`config.mk`:
```
export PLATFORM = sky130hd
export DESIGN_NAME = arb_diag_observe
export DESIGN_NICKNAME = d
export VERILOG_FILES = /design/src/include/arb_diag_pkg.sv /design/src/verilog/arb_diag_observe.sv
export SDC_FILE = /design/constraint.sdc
export NUM_CORES = 1
export LEC_CHECK = 0
export BUFFER_PORTS_ARGS = -buffer_cell sky130_fd_sc_hd__buf_2
export CORE_ASPECT_RATIO = 0.9
export CORE_MARGIN = 2
export CORE_UTILIZATION = 37
export CTS_BUF_LIST = sky130_fd_sc_hd__clkbuf_4
export DETAILED_ROUTE_END_ITERATION = 16
export PLACE_DENSITY_LB_ADDON = 0.15
export SYNTH_ARGS = -nofsm -noshare
export SYNTH_HDL_FRONTEND = slang
export SYNTH_SLANG_ARGS = --single-unit
export TNS_END_PERCENT = 5
```
`constraint.sdc`:
```
create_clock -name clock_i -period 1.5 [get_ports clock_i]
set_input_delay 0.075 -clock clock_i [delete_from_list [all_inputs] [get_ports clock_i]]
set_output_delay 0.075 -clock clock_i [all_outputs]
set_load 0.1 [all_outputs]
```
`src/include/arb_diag_pkg.sv`:
```
package arb_diag_pkg;

    // Register byte addresses
    localparam logic [15:0] REQ_SNAP_ADDR   = 16'hd114;
    localparam logic [15:0] GNT_SNAP_ADDR   = 16'hd118;
    localparam logic [15:0] STATE_VIEW_ADDR = 16'hd11c;

    // Reset values
    localparam logic [7:0]  REQ_SNAP_RST    = 8'h00;
    localparam logic [7:0]  GNT_SNAP_RST    = 8'h80;
    localparam logic        SEL_RST         = 1'b0;
    localparam logic [4:0]  CUR_STATE_RST   = 5'h00;

    // Field positions
    localparam int          SEL_BIT         = 7;
    localparam int          CTRL_BIT        = 7;
    localparam int          STATE_MSB       = 4;

    // View select encodings
    localparam logic        SEL_UPPER       = 1'b1;
    localparam logic        SEL_LOWER       = 1'b0;

    // Slot index of the lower-level agent inside the upper machine
    localparam logic [2:0]  SLOT_LOWER      = 3'h4;

    // Phase of a state code, its two low bits
    typedef enum logic [1:0] {
        PH_PREPARE    = 2'h0,
        PH_GNT_BUSY   = 2'h1,
        PH_GNT_IDLE   = 2'h2,
        PH_OWNER      = 2'h3
    } arb_phase_t;

    // Register port request from software
    typedef struct packed {
        logic [15:0] addr;
        logic [31:0] wdata;
        logic        wr;
        logic        rd;
    } reg_req_t;

    // Live arbiter pins, external request and grant lines are active low, controller lines active high
    typedef struct packed {
        logic       ctrl_req;
        logic [3:0] ext_req_n;
        logic       ctrl_gnt;
        logic [3:0] ext_gnt_n;
    } arb_pins_t;

endpackage

```
`src/verilog/arb_diag_observe.sv`:
```
`timescale 1ns/1ps
module arb_diag_observe
    import arb_diag_pkg::*;
(
    // Clock and reset
    input  wire logic        clock_i,
    input  wire logic        rst_n_i,
    // Register port
    input  wire reg_req_t    reg_req_i,
    output logic [31:0]      rd_data_o,
    // Arbiter observation inputs
    input  wire logic        arb_in_use_i,
    input  wire arb_pins_t   pins_i,
    input  wire logic [4:0]  upper_state_i,
    input  wire logic [4:0]  lower_state_i,
    // Decoded view of the observed state
    output logic [2:0]       observed_agent_o,
    output arb_phase_t       observed_phase_o
);

    // Snapshot registers and their next values
    logic [7:0]  req_q;       // Request mirror
    logic [7:0]  req_d;       // Next request mirror
    logic [7:0]  gnt_q;       // Grant mirror
    logic [7:0]  gnt_d;       // Next grant mirror
    logic        sel_q;       // View select, one picks the upper machine
    logic        sel_d;       // Next view select
    logic [4:0]  state_q;     // Observed state code
    logic [4:0]  state_d;     // Next observed state code
    // Read data register
    logic [31:0] rd_q;        // Word shown on the read port
    logic [31:0] rd_d;        // Word chosen by the read mux

    // Asserted-high view of live pins
    logic [3:0]  ext_req;     // External requests, one means asserted
    logic [3:0]  ext_gnt;     // External grants, one means asserted
    logic [7:0]  live_req;    // Request byte as software sees it
    logic [7:0]  live_gnt;    // Grant byte as software sees it

    // External lines are active low; invert so one means asserted
    for (genvar i = 0; i < 4; i = i + 1) begin : g_ext_line
        // Request line of external agent i
        assign ext_req[i] = ~pins_i.ext_req_n[i];
        // Grant line of external agent i
        assign ext_gnt[i] = ~pins_i.ext_gnt_n[i];
    end

    // Controller lines are active high; bits 6:4 have no line behind them
    assign live_req = {pins_i.ctrl_req, 3'h0, ext_req};
    assign live_gnt = {pins_i.ctrl_gnt, 3'h0, ext_gnt};

    // Next values of the request and grant snapshots
    always_comb begin
        // Invalid view parks at the reset values
        req_d = REQ_SNAP_RST;
        gnt_d = GNT_SNAP_RST;
        // Mirrors follow pins only while arbiter in use
        if (arb_in_use_i) begin
            // Request field copies the live request bits
            req_d = live_req;
            // Grant field copies the live grant bits
            gnt_d = live_gnt;
        end
    end

    // Next value of the view select bit
    always_comb begin
        // Holds unless software writes the state register
        sel_d = sel_q;
        // Select bit is the only writable field; the rest is dropped
        if (reg_req_i.wr && (reg_req_i.addr == STATE_VIEW_ADDR)) begin
            sel_d = reg_req_i.wdata[SEL_BIT];
        end
    end

    // Next value of the observed state code
    always_comb begin
        // Unused arbiter shows the reset code
        state_d = CUR_STATE_RST;
        if (arb_in_use_i) begin
            if (sel_q == SEL_UPPER) begin
                // Upper machine code passes whole, slot codes included
                state_d = upper_state_i;
            end else begin
                // Lower machine has no slot, so the top bit is forced low
                state_d = {1'b0, lower_state_i[STATE_MSB-1:0]};
            end
        end
    end

    // Read mux, answered one cycle after the strobe
    always_comb begin
        // No read gives zero
        rd_d = 32'h0000_0000;
        if (reg_req_i.rd) begin
            if (reg_req_i.addr == REQ_SNAP_ADDR) begin
                // Request word, reserved bits zero
                rd_d = {24'h00_0000, req_q};
            end else if (reg_req_i.addr == GNT_SNAP_ADDR) begin
                // Grant word, reserved bits zero
                rd_d = {24'h00_0000, gnt_q};
            end else if (reg_req_i.addr == STATE_VIEW_ADDR) begin
                // Select bit, two zero bits, then the state code
                rd_d = {24'h00_0000, sel_q, 2'h0, state_q};
            end else begin
                // Unmapped address reads zero
                rd_d = 32'h0000_0000;
            end
        end
    end

    // Register the snapshots
    always_ff @(posedge clock_i or negedge rst_n_i) begin
        if (!rst_n_i) begin
            // Controller parked as owner, so only its grant bit set
            req_q <= REQ_SNAP_RST;
            gnt_q <= GNT_SNAP_RST;
        end else begin
            // Take the next snapshot values
            req_q <= req_d;
            gnt_q <= gnt_d;
        end
    end

    // Register the view select bit
    always_ff @(posedge clock_i or negedge rst_n_i) begin
        if (!rst_n_i) begin
            // Lower machine observed after reset
            sel_q <= SEL_RST;
        end else begin
            // Take the next select value
            sel_q <= sel_d;
        end
    end

    // Register the observed state code
    always_ff @(posedge clock_i or negedge rst_n_i) begin
        if (!rst_n_i) begin
            // Reset code shown until the first edge after release
            state_q <= CUR_STATE_RST;
        end else begin
            // Take the next state code
            state_q <= state_d;
        end
    end

    // Register the read word
    always_ff @(posedge clock_i or negedge rst_n_i) begin
        if (!rst_n_i) begin
            // Port idles at zero
            rd_q <= 32'h0000_0000;
        end else begin
            // Take the word chosen by the mux
            rd_q <= rd_d;
        end
    end

    // Outputs from flip-flops; code splits into agent and phase
    // Read word stands for one cycle, then falls back to zero
    assign rd_data_o        = rd_q;
    // Agent index 0..3, or 4 for the lower-level slot
    assign observed_agent_o = state_q[STATE_MSB:2];
    // Phase: prepare, grant busy, grant idle, owner
    assign observed_phase_o = arb_phase_t'(state_q[1:0]);
endmodule
```
== Word-level counts from Yosys, hierarchy flattened ==
Index checks and enable logic that the tools add are counted.

* Equality and inequality tests: 3
* Multiplexer cells: 8
* Bitwise operators: 8
* Reductions and logical operators: 1

{| class="wikitable"
|+ Operator list
! kind !! number
|-
| 16-bit equality test, second input constant || 3
|-
| 8-bit two-way mux || 6
|-
| 5-bit two-way mux || 2
|-
| 1-bit NOT || 8
|-
| 1-bit logical AND || 1
|}

* Register bits after elaboration: 54
* Input port bits: 73
* Output and inout port bits: 37
* Word-level logic and storage cells: 25

== Depth between registers and ports, before layout ==
Gate-level depths: netlist (run 1).

* Word-level depth: 5
* Mapped depth: 4

== Least setup slack after synthesis (run 1) ==
OpenSTA, ideal clock, no wires.

* Path kind: register to register
* Start: reg state_q[3]
* End: reg rd_q[3] (netlist: rd_data_o[3])
* Data arrival time: 1.356 ns
* Required time: 1.377 ns
* Path slack: 0.022 ns
* Stages on the path, launching flop included: 4
* Path buffers: 0
* Period minus slack after synthesis: 1.478 ns
* Cell sequence: dfrtp_1 > mux2_2 > a22oi_1 > nor2_1

* Cells in the longest elaborated chain, start to end: 4

{| class="wikitable"
|+ Ends and longest elaborated chain
! item !! line !! text
|-
| from (decl) || arb_diag_observe.sv:28 || <nowiki>logic [4:0] state_q;</nowiki>
|-
| from (signal assigned) || arb_diag_observe.sv:143 || <nowiki>state_q <= state_d;</nowiki>
|-
| 8-bit two-way mux || arb_diag_observe.sv:102 || <nowiki>end else if (reg_req_i.addr == STATE_VIEW_ADDR) begin</nowiki>
|-
| 8-bit two-way mux || arb_diag_observe.sv:99 || <nowiki>end else if (reg_req_i.addr == GNT_SNAP_ADDR) begin</nowiki>
|-
| 8-bit two-way mux || arb_diag_observe.sv:96 || <nowiki>if (reg_req_i.addr == REQ_SNAP_ADDR) begin</nowiki>
|-
| 8-bit two-way mux || arb_diag_observe.sv:95 || <nowiki>if (reg_req_i.rd) begin</nowiki>
|-
| named net rd_d[3] || arb_diag_observe.sv:32 || <nowiki>logic [31:0] rd_d;</nowiki>
|-
| to (signal assigned) || arb_diag_observe.sv:154 || <nowiki>rd_q <= rd_d;</nowiki>
|-
| to (decl) || arb_diag_observe.sv:31 || <nowiki>logic [31:0] rd_q;</nowiki>
|}

The timed path passes the listed nets, and every way through them passes these cells.
A chain may end at the register's enable or synchronous reset.

== Worst setup path after layout (run 1) ==
* Start: reg state_q[3]
* End: out observed_agent_o[1]

{| class="wikitable"
|+ RTL lines
! item !! line !! text
|-
| to (decl) || arb_diag_observe.sv:17 || <nowiki>output logic [2:0] observed_agent_o,</nowiki>
|}

No word-level cell between the ends.

==> flow_metrics.py, run 1 <==
metrics = {
    "hold_path": {
        "hp-start": "lower_state_i[1]",
        "hold_class": "input pin to flip-flop",
    },
    "clock_network": {
        "clockRootBuffer": "clkbuf_4",
        "cts_buffer_depth": 2,
        "cts.sinks": 22,
        "clock_latency_ns": 0.30,
        "cts.htree.levels": 1,
        "tritoncts": "done",
        "cts_buffers": 3,
        "clk_pin_slew_worst_paths_ns": 0.11,
    },
    "power": {
        "power_density_mw_per_mm2": 932.3,
        "p_leak_uw": 0.0007630,
        "ir_drop_mv": 0.5208,
    },
    "placed_design": {
        "gp_congestion": 0.6700,
        "hpwl_um": 1618,
        "io_buffers": 51,
    },
    "synthesis": {
        "synth_ff_type": "dfrtp_1",
        "synth-seq-area-share": 0.4938,
        "synth_most_common_cell": "buf_4",
        "synth.avg_cell_area_sq_um": 11.40,
        "synth-edff-count": 0,
        "async_flop_share": 1.000,
        "netlist_instances": 98,
        "synth_cell_types": 22,
        "synth_top_cell_area_share": 0.4703,
        "syn-cell-area_sq_mm": 0.001117,
        "synth_common_cells": "buf_4, dfrtp_1, nor2b_1",
        "yosys.area.top_type": "dfrtp_1",
        "yosys_warnings": 0,
        "ys_seq_elements": 22,
        "synthTopCellsByArea": "dfrtp_1, buf_4, nor2b_1",
    },
    "setup_path": {
        "crit_chain": "buf_2",
        "worstPathRequired_ns": 1.42,
        "max_stage_delay_ns": 0.43,
        "crit_family": "buffers and inverters",
        "crit_buf_inv": 1,
        "critPathArrivalTime_ns": 1.11,
        "critPathLaunchType": "flip-flop",
        "critPathCaptureType": "output port",
        "r2r-start": "sel_q$_DFFE_PN0P_",
        "criticalPathCategory": "flip-flop to output port",
        "crit_fanout": 2,
        "worst_path_max_delay_cell": "buf_2",
        "startpoint": "state_q[3]$_DFF_PN0_",
    },
    "drt": {
        "route.detailed.drc": 0,
        "avgRoutedWirePerCell_um": 10.50,
        "viasPerCell": 3.995,
        "firstDrtPassIters": 2,
        "ant_nets": 0,
        "routed_wl_um": 2110,
        "drtIter0Drc": 12,
        "dr_total_vias": 803,
    },
    "cells_and_area": {
        "fill_cells": 263,
        "syn2layout_area_growth_pct": 29.45,
        "multi_input_area_sq_um": 432.9,
        "finalNetCount": 235,
        "regArea_sq_um": 551.8,
        "drive_above_1_share": 0.3913,
        "insertedDiodeCount": 0,
        "final_core_util": 0.5138,
    },
    "floorplanning": {
        "start_util": 0.3969,
        "die_area_sq_mm": 0.003476,
        "die_h_um": 56.14,
        "die_w_um": 61.93,
        "core_sq_mm": 0.002815,
        "ios": 110,
        "rows": 18,
    },
    "flow_run": {
        "max-cap-violations": 0,
    },
    "sta": {
        "finalCritPeriodShare": 0.7867,
        "finalHoldViolCount": 0,
        "rsz0062_at_grt": "false",
        "finalSetupViolations": 0,
        "tns_ns": 0,
        "clock_skew_ns": 0.003253,
        "period_needed_ns": 1.180,
        "clock.fmax_mhz": 847.4,
        "maxSlewViolCount": 0,
    },
    "global_routing": {
        "gr-total-overflow": 0,
        "grt_usage": 0.1305,
        "antenna_found_initial": 0,
        "grt_max_degree": 23,
        "grt_pass1_wl_um": 3332,
        "grt_pass1_vias": 795,
    },
    "outcome": {
        "run_status": "completed",
    },
}
[stage by stage]
step           instance area (sq um)  hold WS [ns]  power (uW)  instances  setup WS (ns)
6_report                        1446       0.03245        1348        201         0.3200
5_1_grt                         1446       0.04607        1411        201         0.2637
4_1_cts                         1436      0.009168        1360        200         0.3146
3_5_place_dp                    1290       0.05614        1074        184         0.2982
3_3_place_gp                    1290       0.05048        1072        184         0.3098
2_1_floorplan                   1211       -0.2206        1053        123        0.02163
[per-layer routing]
| metal | part of all wire | wire (um) | GRT usage | up-vias |
|---|---|---|---|---|
| met3 | 0.082 | 173 | 0.05814 | 4 |
| met5 | 0 | 0 | 0 | - |
| met4 | 0.013 | 27 | 0.03343 | 0 |
| met1 | 0.40 | 839 | 0.1526 | 358 |
| li1 | - | - | - | 397 |
| met2 | 0.51 | 1070 | 0.2135 | 44 |
[sequential cells by signal, summed over array words and instances, names as in the netlist]
name / count
sel_q: 1
rd_data_o: 6
req_q: 5
gnt_q: 5
state_q: 5
[report_power, final]
group	switching, uW	internal (uW)
logic	379	90.5
registers	6.03	613
clock network	163	97.1
[cell type report]
class / instances / area share
clock buffers: 3 / 0.01557
clock inverters: 1 / 0.002595
multi-input cells: 71 / 0.2993
flip-flops and latches: 22 / 0.3815
well taps: 40 / 0.03460
repair buffers: 64 / 0.2664
[tightest hold or removal path: stages]
cell	delay, ns
buf_2	0.07
mux2i_1	0.05
nor2b_1	0.10
[cells by family after synthesis]
| group | Yosys count | share of synthesized area |
|---|---|---|
| AO/OA/AOI/OAI | 5 | 0.03360 |
| buffers and inverters | 30 | 0.2027 |
| other | 1 | 0.003356 |
| AND/OR/NAND/NOR | 30 | 0.1702 |
| flip-flops | 22 | 0.4938 |
| multiplexers | 10 | 0.09630 |
[path summary, 6_finish.rpt]
check	endpoint	slack, ns	cells after the start
min	state_q[1]$_DFF_PN0_	0.03	3
max in group asynchronous	gnt_q[7]$_DFF_PN1_	0.91	2
max reg2reg	rd_data_o[7]$_DFF_PN0_	0.37	3
min in group asynchronous	sel_q$_DFFE_PN0P_	0.25	2
min reg2reg	rd_data_o[3]$_DFF_PN0_	0.51	2
max	observed_agent_o[1]	0.32	1
[cell usage in the layout, fill, tap and decap left out, drive strengths merged, types with 2 or more instances in the layout]
master,instances
dfrtp,21
conb,26
nor2b,13
nor2,7
mux2,6
dlygate4sd3,13
mux2i,4
and4bb,2
a22oi,5
buf,51
clkbuf,3
[timing repair]
action	CTS	global route
hold endpoints to repair	32	1
buffers inserted	0	0
hold buffers	12	1
resized for setup	0	0
(Power assumes the default switching activity.)
==> run 2: changes to the inputs <==
==> constraint.sdc (replaced) <==
create_clock -name clock_i -period 1.2 [get_ports clock_i]
set_input_delay 0.06 -clock clock_i [delete_from_list [all_inputs] [get_ports clock_i]]
set_output_delay 0.06 -clock clock_i [all_outputs]
set_load 0.1 [all_outputs]
==> flow_metrics.py, run 2 (synthesized netlist as in run 1, its figures left out) <==
metrics = {
    "floorplanning": {
        "die_w_um": 61.93,
        "ios": 110,
        "start_util": 0.3969,
        "die_h_um": 56.14,
        "core_sq_mm": 0.002815,
        "rows": 18,
        "die_area_sq_mm": 0.003476,
    },
    "power": {
        "p_leak_uw": 0.0007695,
        "power_density_mw_per_mm2": 1140,
        "ir_drop_mv": 0.7650,
        "power_uw": 1699,
    },
    "cells_and_area": {
        "final_core_util": 0.5293,
        "drive_above_1_share": 0.4198,
        "syn2layout_area_growth_pct": 33.37,
        "final_cell_mix": "buf_2, conb_1, dfrtp_1, nor2b_1, dlygate4sd3_1",
        "finalNetCount": 236,
        "largest_register_ff_count": 6,
        "fill_cells": 264,
        "insertedDiodeCount": 0,
        "final_common_cell": "buf_2",
    },
    "setup_path": {
        "critPathLaunchType": "flip-flop",
        "reg2reg_to": "rd_data_o[3]$_DFF_PN0_",
        "worst_path_max_delay_cell": "buf_2",
        "cp.depth": 1,
        "setup.worst_path.end": "rd_data_o[2]",
        "max_stage_delay_ns": 0.42,
        "crit_family": "buffers and inverters",
        "startpoint": "rd_data_o[2]$_DFF_PN0_",
        "rr_worst_depth": 3,
        "critPathArrivalTime_ns": 1.05,
        "reg2reg_slack_ns": 0.09,
        "worstPathRequired_ns": 1.14,
        "crit_fanout": 1,
        "crit_chain": "buf_2",
        "critPathCaptureType": "output port",
        "r2r-start": "state_q[3]$_DFF_PN0_",
        "crit_buf_inv": 1,
        "criticalPathCategory": "flip-flop to output port",
    },
    "placed_design": {
        "hpwl_um": 1628,
        "io_buffers": 51,
        "gp_congestion": 0.6748,
    },
    "clock_network": {
        "cts.sinks": 22,
        "tritoncts": "done",
        "cts_buffer_depth": 2,
        "clockRootBuffer": "clkbuf_4",
        "cts.htree.levels": 1,
        "clock_latency_ns": 0.30,
        "cts_buffers": 3,
        "clk_pin_slew_worst_paths_ns": 0.11,
    },
    "sta": {
        "period_needed_ns": 1.111,
        "rsz0062_at_grt": "false",
        "tns_ns": 0,
        "clock_skew_ns": 0.002967,
        "finalSetupViolations": 0,
        "finalHoldViolCount": 0,
        "finalCritPeriodShare": 0.9262,
        "clock.fmax_mhz": 899.7,
        "maxSlewViolCount": 0,
    },
    "outcome": {
        "run_status": "completed",
    },
    "drt": {
        "route.detailed.drc": 0,
        "viasPerCell": 3.990,
        "dr_total_vias": 806,
        "routed_wl_um": 2082,
        "drtIter0Drc": 15,
        "avgRoutedWirePerCell_um": 10.31,
        "firstDrtPassIters": 4,
        "ant_nets": 0,
    },
    "hold_path": {
        "hold_class": "input pin to flip-flop",
    },
    "flow_run": {
        "max-cap-violations": 0,
    },
    "global_routing": {
        "grt_usage": 0.1273,
        "antenna_found_initial": 0,
        "grt_max_degree": 23,
        "grt_pass1_wl_um": 3332,
        "gr-total-overflow": 0,
        "grt_pass1_vias": 787,
    },
}
[run 2: changes by cell type in the layout (fill, tap and decap cells not counted), sizes merged]
cell    delta
buf        -3
clkbuf     +4
[run 2: final cells by class]
class / count / area [sq um] / area share
clock buffers: 3 / 22.52 / 0.01511
clock inverters: 1 / 3.754 / 0.002519
multi-input cells: 71 / 436.7 / 0.2930
flip-flops and latches: 22 / 559.3 / 0.3753
well taps: 40 / 50.05 / 0.03359
repair buffers: 65 / 417.9 / 0.2804
[run 2: where the power goes]
group,switching [uW],leakage [uW],internal (uW)
Combinational,473,0.000470,122
Sequential,9.07,0.000284,768
Clock,205,0.0000154,121
[run 2: worst min path at each step]
stage | startpoint | end | slack (ns) | depth (start not counted)
3_5_place_dp | rst_n_i | rd_data_o[1]$_DFF_PN0_ | 0.05 | 1
4_1_cts | lower_state_i[2] | state_q[2]$_DFF_PN0_ | 0.005 | 3
3_3_place_gp | rst_n_i | rd_data_o[4]$_DFF_PN0_ | 0.04 | 1
5_1_grt | lower_state_i[3] | state_q[3]$_DFF_PN0_ | 0.02 | 3
6_report | lower_state_i[2] | state_q[2]$_DFF_PN0_ | 0.01 | 3
2_1_floorplan | rst_n_i | gnt_q[0]$_DFF_PN0_ | -0.24 | 0
[run 2: repair_timing]
action | CTS | global route
hold buffers | 13 | 0
setup buffers | 0 | 0
endpoints found under the hold margin | 33 | 0
gates resized for setup | 0 | 4
endpoints found under the setup margin | 0 | 4
[run 2: metal layers]
layer,routed length [um],global-route usage
met5,0,0
met4,0,0.02432
met3,134,0.05349
met2,1120,0.2105
met1,827,0.1526
[run 2: per-stage QoR]
step / setup WS [ns] / instances / hold WS [ns] / instance area [sq um]
2_1_floorplan: -0.02175 / 123 / -0.2356 / 1222
3_3_place_gp: 0.0009475 / 185 / 0.03893 / 1324
3_5_place_dp: -0.009394 / 185 / 0.05042 / 1324
4_1_cts: 0.01444 / 202 / 0.005249 / 1480
5_1_grt: 0.02212 / 202 / 0.02255 / 1490
6_report: 0.08857 / 202 / 0.01311 / 1490
